**src/rtl/rsbc_defines.svh**
```systemverilog
`ifndef RSBC_DEFINES_SVH
`define RSBC_DEFINES_SVH
`define RSBC_ADDR_CTRL     4'h0
`define RSBC_ADDR_STATUS   4'h1
`define RSBC_ADDR_BOOTCFG  4'h2
`define RSBC_ADDR_PROT     4'h3
`define RSBC_CTRL_SWRST_EN 0
`define RSBC_CTRL_WDRST_EN 1
`define RSBC_CTRL_EOR_REL  2
`define RSBC_CTRL_SW_REL   3
`define RSBC_ST_IND        0
`define RSBC_ST_LOCK       1
`define RSBC_ST_EXT_BOOT   2
`define RSBC_ST_DEBUG      3
`define RSBC_CTRL_RESET    4'h0
`define RSBC_PROT_RESET    16'h0000
`endif

```
**src/rtl/rsbc_pkg.sv**
```systemverilog
package rsbc_pkg;
    typedef enum logic [1:0] {
        RSBC_IN_RESET,
        RSBC_INIT,
        RSBC_RUN
    } rsbc_state_t;
endpackage

```
**src/rtl/rsbc_top.sv**
```systemverilog
// Chosen here: the address-and-strobe port and the register addresses.
`timescale 1ns/10ps
`include "rsbc_defines.svh"
module rsbc_top
    import rsbc_pkg::*;
#(
    parameter int CFG_W = 16
) (
    input  wire logic             clock,
    input  wire logic             rst_b,
    input  wire logic             sw_reset,
    input  wire logic             wdt_reset,
    input  wire logic             end_of_init_instruction,
    input  wire logic             boot_source_select,
    input  wire logic [CFG_W-1:0] boot_config_port_a,
    input  wire logic             rd_strobe_pin,
    input  wire logic             ale_strobe_pin,
    input  wire logic             wr_strobe_pin,
    input  wire logic             debug_rst,
    input  wire logic [3:0]       reg_addr,
    input  wire logic [15:0]      reg_wdata,
    input  wire logic             reg_write,
    input  wire logic             reg_read,
    output logic      [15:0]      reg_rdata,
    output logic                  reset_indication_out,
    output logic                  boot_external,
    output logic      [CFG_W:0]   boot_config,
    output logic                  debug_active,
    output logic                  internal_reset
);
    // internal boot packs three strap bits, so narrower ports cannot serve
    if (CFG_W < 3) begin : g_bad_cfg_w
        $error("rsbc_top: CFG_W must be at least 3");
    end

    typedef struct packed {
        rsbc_state_t      st;
        logic             ind;
        logic             lock;
        logic             ext_boot;
        logic [CFG_W:0]   cfg;
        logic [3:0]       ctrl;
        logic [15:0]      prot;
        logic             dbg;
        logic             int_rst;
        logic [15:0]      rdata;
    } rsbc_regs_t;

    rsbc_regs_t s_reg;
    rsbc_regs_t s_next;
    logic       soft_rst;

    // soft/watchdog resets pulse one cycle, handled as synchronous entry
    assign soft_rst = sw_reset || wdt_reset;

    always_comb begin
        s_next = s_reg;
        s_next.rdata = 16'h0000;
        s_next.int_rst = 1'b0;
        s_next.dbg = debug_rst;
        case (s_reg.st)
            RSBC_IN_RESET: begin
                s_next.st = RSBC_INIT;
                // capture boot straps at the first edge after release
                if (!boot_source_select) begin
                    s_next.ext_boot = 1'b1;
                    s_next.cfg = {rd_strobe_pin, boot_config_port_a};
                end else begin
                    s_next.ext_boot = 1'b0;
                    s_next.cfg = {{(CFG_W-2){1'b0}}, rd_strobe_pin,
                                  ale_strobe_pin, wr_strobe_pin};
                end
                if (s_reg.ctrl[`RSBC_CTRL_EOR_REL]) begin
                    s_next.ind = 1'b0;
                end
            end
            RSBC_INIT: begin
                if (end_of_init_instruction) begin
                    s_next.ind = 1'b0;
                    s_next.lock = 1'b1;
                    s_next.st = RSBC_RUN;
                end
            end
            RSBC_RUN: begin
            end
            default: begin
                s_next.st = RSBC_INIT;
            end
        endcase
        if (reg_write) begin
            case (reg_addr)
                `RSBC_ADDR_CTRL: begin
                    s_next.ctrl = reg_wdata[3:0];
                    if (reg_wdata[`RSBC_CTRL_SW_REL] && !s_reg.lock) begin
                        s_next.ind = 1'b0;
                    end
                end
                `RSBC_ADDR_PROT: begin
                    if (!s_reg.lock) begin
                        s_next.prot = reg_wdata;
                    end
                end
                default: begin
                end
            endcase
        end
        if (reg_read) begin
            case (reg_addr)
                `RSBC_ADDR_CTRL:    s_next.rdata = {12'h000, s_reg.ctrl};
                `RSBC_ADDR_STATUS:  s_next.rdata = {12'h000, s_reg.dbg,
                                        s_reg.ext_boot, s_reg.lock, s_reg.ind};
                `RSBC_ADDR_BOOTCFG: s_next.rdata = 16'(s_reg.cfg);
                `RSBC_ADDR_PROT:    s_next.rdata = s_reg.prot;
                default:            s_next.rdata = 16'h0000;
            endcase
        end
        if ((sw_reset && s_reg.ctrl[`RSBC_CTRL_SWRST_EN]) ||
            (wdt_reset && s_reg.ctrl[`RSBC_CTRL_WDRST_EN])) begin
            s_next.ind = 1'b1;
        end
        if (soft_rst) begin
            s_next.st = RSBC_IN_RESET;
            s_next.lock = 1'b0;
            s_next.int_rst = 1'b1;
        end
    end

    always_ff @(posedge clock) begin
        if (!rst_b) begin
            s_reg.st <= RSBC_IN_RESET;
            s_reg.ind <= 1'b1;
            s_reg.lock <= 1'b0;
            s_reg.ext_boot <= 1'b0;
            s_reg.cfg <= '0;
            s_reg.ctrl <= `RSBC_CTRL_RESET;
            s_reg.prot <= `RSBC_PROT_RESET;
            s_reg.dbg <= 1'b0;
            s_reg.int_rst <= 1'b0;
            s_reg.rdata <= 16'h0000;
        end else begin
            s_reg <= s_next;
        end
    end

    // raw reset term keeps the pin asserted before any clock edge
    assign reset_indication_out = !rst_b || s_reg.ind;
    assign boot_external = s_reg.ext_boot;
    assign boot_config = s_reg.cfg;
    assign debug_active = s_reg.dbg;
    assign internal_reset = s_reg.int_rst;
    assign reg_rdata = s_reg.rdata;
endmodule

```
**config.mk**
```make
export PLATFORM = sky130hd
export DESIGN_NAME = rsbc_top
export DESIGN_NICKNAME = d
export VERILOG_FILES = /design/src/rtl/rsbc_pkg.sv /design/src/rtl/rsbc_top.sv
export VERILOG_INCLUDE_DIRS = /design/src /design/src/rtl
export SDC_FILE = /design/constraint.sdc
export NUM_CORES = 1
export LEC_CHECK = 0
export ABC_AREA = 1
export BUFFER_PORTS_ARGS = -buffer_cell sky130_fd_sc_hd__buf_2
export CORE_UTILIZATION = 50
export DETAILED_ROUTE_END_ITERATION = 8
export GPL_ROUTABILITY_DRIVEN = 0
export GPL_TIMING_DRIVEN = 0
export PLACE_DENSITY_LB_ADDON = 0.15
export SYNTH_ARGS = -nofsm -noshare
export SYNTH_HDL_FRONTEND = slang
export SYNTH_SLANG_ARGS = --single-unit
```
**constraint.sdc**
```tcl
create_clock -name clock -period 3.2 [get_ports clock]
set_input_delay 0.16 -clock clock [delete_from_list [all_inputs] [get_ports clock]]
set_output_delay 0.16 -clock clock [all_outputs]
set_load 0.05 [all_outputs]
```
==> results.py, run 1 <==
metrics = {
    "drt": {
        "vias": 2515,
        "drc": 0,
        "dr.pass1.iters": 4,
        "routed_wirelength_mm": 6.09,
        "vias_per_cell": 4.58,
        "ant_nets": 0,
        "dr.first_iter.drc_count": 66,
        "post_drt_wl_per_cell_um": 11.1,
    },
    "power": {
        "totalPowerFinal_mw": 1.56,
        "p_leak_nw": 1.75,
        "p_comb_frac": 0.129,
        "vdd_drop_max_uv": 245,
        "intPower_mw": 1.13,
        "power.density_nw_per_um2": 464,
        "pwr-share-clk": 0.368,
        "sw_frac_of_total": 0.273,
        "seq_power_share": 0.503,
        "p_sw_mw": 0.426,
    },
    "worst_setup_path": {
        "critPathArrivalTime_ps": 1160,
        "path_max_fanout": 3,
        "cp-end-kind": "output port",
        "start_kind": "register",
        "cp.required_ps": 3040,
        "path_class": "reg2out",
    },
    "timing": {
        "tightest_slew_ps": 520,
        "finalSetupViolations": 0,
        "fin_hold_ws_ps": 44.7,
        "max_freq_mhz": 757,
        "fin_ws_ps": 1880,
        "period_minus_slack_ps": 1320,
        "rsz0062_at_grt": "false",
        "finalHoldViolations": 0,
        "finalClockSkew_ps": 4.14,
        "drv_slew": 0,
        "tns_ps": 0,
        "relSlewSlack": 0.653,
        "post-route-period-util": 0.413,
    },
    "global_routing": {
        "grt_max_degree": 11,
        "grt_pass1_vias": 2036,
        "grt_pass1_wl_mm": 9.36,
        "met1_usage": 0.318,
        "antenna_found_initial": 0,
        "grt_overflow": 0,
        "grt_usage": 0.227,
        "grtUsageMet2": 0.337,
        "grt_use_met3": 0.0522,
        "busiest_layer": "met2",
    },
    "synth": {
        "syn_nets": 426,
        "synth_top_area_frac": 0.449,
        "syn_inst": 378,
        "synth-compound-area-share": 0.0767,
        "avgSynthCellArea_um2": 7.08,
        "ys_warn_count": 0,
        "seq_area_frac_synth": 0.449,
        "synth_top_cell_by_area": "dfxtp_1",
        "synth.area.mux_share": 0,
        "ys_top_cells_by_area": "dfxtp_1, nand2_1, buf_4",
        "synthSimpleGateAreaFrac": 0.300,
        "synth_top_family_by_area": "simple AND/OR/NAND/NOR gates",
        "synth_fa_ha_area_frac": 0,
        "synth.distinct_cells": 17,
        "synth_xor_area_frac": 0,
        "synth_seq_cells": 60,
        "syn-cell-area_um2": 2680,
    },
    "floorplanning": {
        "die_x_um": 75.1,
        "core_um2": 5140,
        "chipHeight_um": 75.1,
        "die-area_um2": 5650,
        "io_pins": 85,
        "initial_utilization": 0.520,
        "row_count": 26,
    },
    "placement": {
        "io_buffers": 84,
        "pre_cts_ws_ps": 1920,
        "place_area_um2": 3180,
        "hpwlAfterDp_mm": 4.49,
        "place_inst": 532,
    },
    "run_status": {
        "status": "complete, no violations",
    },
    "clock_tree": {
        "cts_buffers": 9,
        "clock-sinks": 60,
        "clk_pin_slew_ps": 60,
        "cts_tree": "yes",
        "cts_buffer_depth": 2,
        "cts_root_buffer": "clkbuf_8",
        "clk_latency_ps": 330,
        "h-tree-depth": 3,
    },
    "layout": {
        "stdcell_area_um2": 3360,
        "seq_area_um2": 1200,
        "fillers": 513,
        "area_growth_pct": 25.7,
        "drive_above_1_share": 0.322,
        "fin_util": 0.654,
        "antenna_cells": 0,
        "multi_input_comb_area_um2": 1010,
        "fin_cells": 549,
        "finish.net_count": 522,
        "largest_reg_flops": 24,
    },
    "hold_path": {
        "hp-class": "in2reg",
    },
    "run": {
        "maxCapViolCount": 0,
    },
}
[repair_timing]
action	4_1_cts	5_1_grt
hold endpoints to repair	1	0
setup buffers	0	0
hold buffers	1	0
resized for setup	0	0
[metal layers]
layer | vias to the layer above | wire length (um)
met2 | 87 | 2660
met4 | 0 | 86
met1 | 1089 | 2920
met5 | - | 0
met3 | 9 | 422
li1 | 1330 | -
[cell type report]
class | instances | share of cell area
plain buffers | 49 | 0.101
clock buffers | 11 | 0.0421
clock inverters | 5 | 0.00819
inverters | 34 | 0.0380
multi-input cells | 235 | 0.300
flip-flops and latches | 60 | 0.357
well taps | 70 | 0.0261
repair buffers | 85 | 0.128
[synthesized netlist by cell type]
master    instances
inv_1            33
buf_2            10
inv_2             1
clkbuf_1          3
nor2_4            1
buf_4            34
a21oi_1          36
nand2_1          96
dfxtp_1          60
nand2_2           2
nor2_2            4
buf_6             2
nand4_1           3
nand3_1          33
nor2_1           54
o21ai_0           5
or2_2             1
[path summary, 6_finish.rpt]
path	startpoint	end	slack, ps	cells past startpoint
worst max-delay path	s_reg[57]	reset_indication_out	1880	2
worst min-delay path	reg_wdata[14]	s_reg[32]	40	3
worst max register to register	s_reg[59]	boot_config[12]	1890	6
worst min register to register	s_reg[27]	reg_rdata[9]	460	2
[critical path, stage by stage, from the launching register on]
cell and delay (ps):
dfxtp_1 330, or2_2 290, buf_2 210
[cell usage in the layout (no fill, tap or decap), types with 2 or more instances in the layout]
cell type / Yosys / layout
a21oi_1: 36 / 36
buf_2: 10 / 94
buf_4: 34 / 34
buf_6: 2 / 2
clkbuf_1: 3 / 4
clkbuf_8: 0 / 10
clkinv_2: 0 / 4
dfxtp_1: 60 / 60
inv_1: 33 / 33
nand2_1: 96 / 96
nand2_2: 2 / 2
nand3_1: 33 / 33
nand4_1: 3 / 3
nor2_1: 54 / 54
nor2_2: 4 / 4
o21ai_0: 5 / 5
[cell families (layout without fill, tap and decap cells)]
| family | after synthesis | after routing |
|---|---|---|
| simple gates | 194 | 194 |
| compound gates | 41 | 41 |
| flops | 60 | 60 |
| buf+inv | 83 | 184 |
[power by group through the flow]
stage	sequential [mW]	combinational, mW	clock (mW)
after floorplan	0.803	0.129	0
after detailed placement	0.800	0.199	0
final	0.785	0.201	0.574
after global placement	0.800	0.197	0
after CTS	0.784	0.201	0.591
after global routing	0.786	0.221	0.620
No activity file was read; power rests on OpenSTA's default activity.
==> run 2, diff against run 1 <==
Clock period 3.2 ns to 1.3 ns, I/O delays scaled along.
==> run 2 against run 1 <==
  * Die area unchanged
  * Register-to-register slack worse by 1800 ps
  * Clock skew grew 0.61 ps
  * Hold slack got worse by 28 ps
  * Worst setup slack lost 1800 ps
==> results.py, run 2 (synthesis gave the netlist of run 1 again) <==
metrics = {
    "timing": {
        "tns_ps": 0,
        "period_minus_slack_ps": 1240,
        "finalHoldViolations": 0,
        "max_freq_mhz": 809,
        "drv_slew": 0,
        "finalSetupViolations": 0,
        "rsz0062_at_grt": "false",
        "tightest_slew_ps": 511,
        "post-route-period-util": 0.951,
        "finalClockSkew_ps": 4.75,
        "relSlewSlack": 0.659,
    },
    "clock_tree": {
        "cts_root_buffer": "clkbuf_8",
        "cts_buffer_depth": 2,
        "h-tree-depth": 3,
        "clock-sinks": 60,
        "cts_buffers": 9,
        "clk_latency_ps": 340,
        "clk_pin_slew_ps": 70,
        "cts_tree": "yes",
        "post_cts_buffers": 0,
    },
    "global_routing": {
        "antenna_found_initial": 0,
        "grt_max_degree": 11,
        "grt_usage": 0.243,
        "grt_pass1_vias": 2263,
        "grt_overflow": 0,
        "grt_pass1_wl_mm": 10.1,
    },
    "worst_setup_path": {
        "path_max_fanout": 3,
        "critPathMaxStageDelay_ps": 330,
        "worst-path-buf-inv": 1,
        "path_class": "reg2out",
        "cp.required_ps": 1240,
        "start_kind": "register",
        "slowest_stage": "dfxtp_1",
        "critPathArrivalTime_ps": 1170,
        "ff2ff_setup_slack_ps": 140,
        "crit_chain": "or2_2 -> buf_2",
        "cp_top_family": "flip-flops",
        "cp-end-kind": "output port",
    },
    "drt": {
        "ant_nets": 0,
        "routed_wirelength_mm": 6.58,
        "dr.pass1.iters": 4,
        "vias": 2636,
        "drc": 0,
        "dr.first_iter.drc_count": 75,
        "post_drt_wl_per_cell_um": 11.4,
        "vias_per_cell": 4.55,
    },
    "layout": {
        "stdcell_area_um2": 3670,
        "finish.net_count": 552,
        "final_common_cell": "nand2_1",
        "final_cell_mix": "nand2_1, buf_2, dfxtp_1",
        "largest_reg_flops": 24,
        "drive_above_1_share": 0.305,
        "fin_util": 0.715,
        "area_growth_pct": 37.4,
        "antenna_cells": 0,
    },
    "power": {
        "power.density_nw_per_um2": 1070,
        "p_leak_nw": 1.88,
        "vdd_drop_max_uv": 610,
    },
    "run": {
        "maxCapViolCount": 0,
    },
    "placement": {
        "io_buffers": 84,
        "place_area_um2": 3180,
        "hpwlAfterDp_mm": 4.49,
    },
    "floorplanning": {
        "io_pins": 85,
        "chipHeight_um": 75.1,
        "die-area_um2": 5650,
        "initial_utilization": 0.520,
        "die_x_um": 75.1,
        "row_count": 26,
        "core_um2": 5140,
    },
    "hold_path": {
        "hp-class": "in2reg",
    },
    "run_status": {
        "status": "complete, no violations",
    },
}
[run 2: cell count changes in the layout (fill, tap and decap cells not counted), sizes merged]
cell         change
dlygate4sd3     +30
buf              -1
clkbuf           +1
[run 2: report_power, final]
part | switching [mW] | internal [mW] | leakage [nW] | total [mW]
combinational | 0.338 | 0.235 | 1.30 | 0.573
clock | 0.695 | 0.729 | 0.0889 | 1.42
sequential | 0.0409 | 1.89 | 0.488 | 1.93
total | 1.07 | 2.85 | 1.88 | 3.93
[run 2: path summary, 6_finish.rpt]
kind | from | endpoint | depth (start not counted)
min | boot_config_port_a[12] | boot_config[12] | 3
max reg2reg | s_reg[56] | s_reg[24] | 5
max | s_reg[57] | reset_indication_out | 2
min reg2reg | s_reg[27] | reg_rdata[9] | 2
[run 2: layout make-up]
class | instances | area [um2]
Buffer | 49 | 344
Timing Repair Buffer | 115 | 731
Fill cell | 471 | 1470
Sequential cell | 60 | 1200
Tap cell | 70 | 87.6
Clock buffer | 11 | 141
Inverter | 34 | 128
Clock inverter | 5 | 27.5
Multi-Input combinational cell | 235 | 1010
[run 2: repair_timing]
item                                    in CTS  in global routing
gates cloned                                 0                  0
hold endpoints to repair                    32                  0
endpoints found under the setup margin       2                 12
resized for setup                            1                  3
hold buffers                                31                  0
[run 2: per-stage QoR]
step | setup WS (ps) | cells | total power, mW | hold WS [ps]
2_1_floorplan | 273 | 378 | 2.29 | 163
3_3_place_gp | 45.3 | 532 | 2.45 | 249
3_5_place_dp | 15.4 | 532 | 2.46 | 252
4_1_cts | 46.2 | 579 | 3.95 | 7.89
5_1_grt | 33.3 | 579 | 4.09 | 19.4
6_report | 63.2 | 579 | 3.93 | 16.5
[run 2: worst reg2reg max path, stage by stage, from the launching register on]
cell and delay [ps]:
dfxtp_1 330, nor2_1 200, nand2_2 130, buf_2 200
nor2_1 130, nor2_1 60
[run 2: layer usage]
metal,global-route usage,part of all wire,vias to the layer above
met5,0,0,-
met4,0.0988,0.014,0
met3,0.0522,0.062,9
met2,0.392,0.46,89
met1,0.319,0.47,1147
li1,-,-,1391
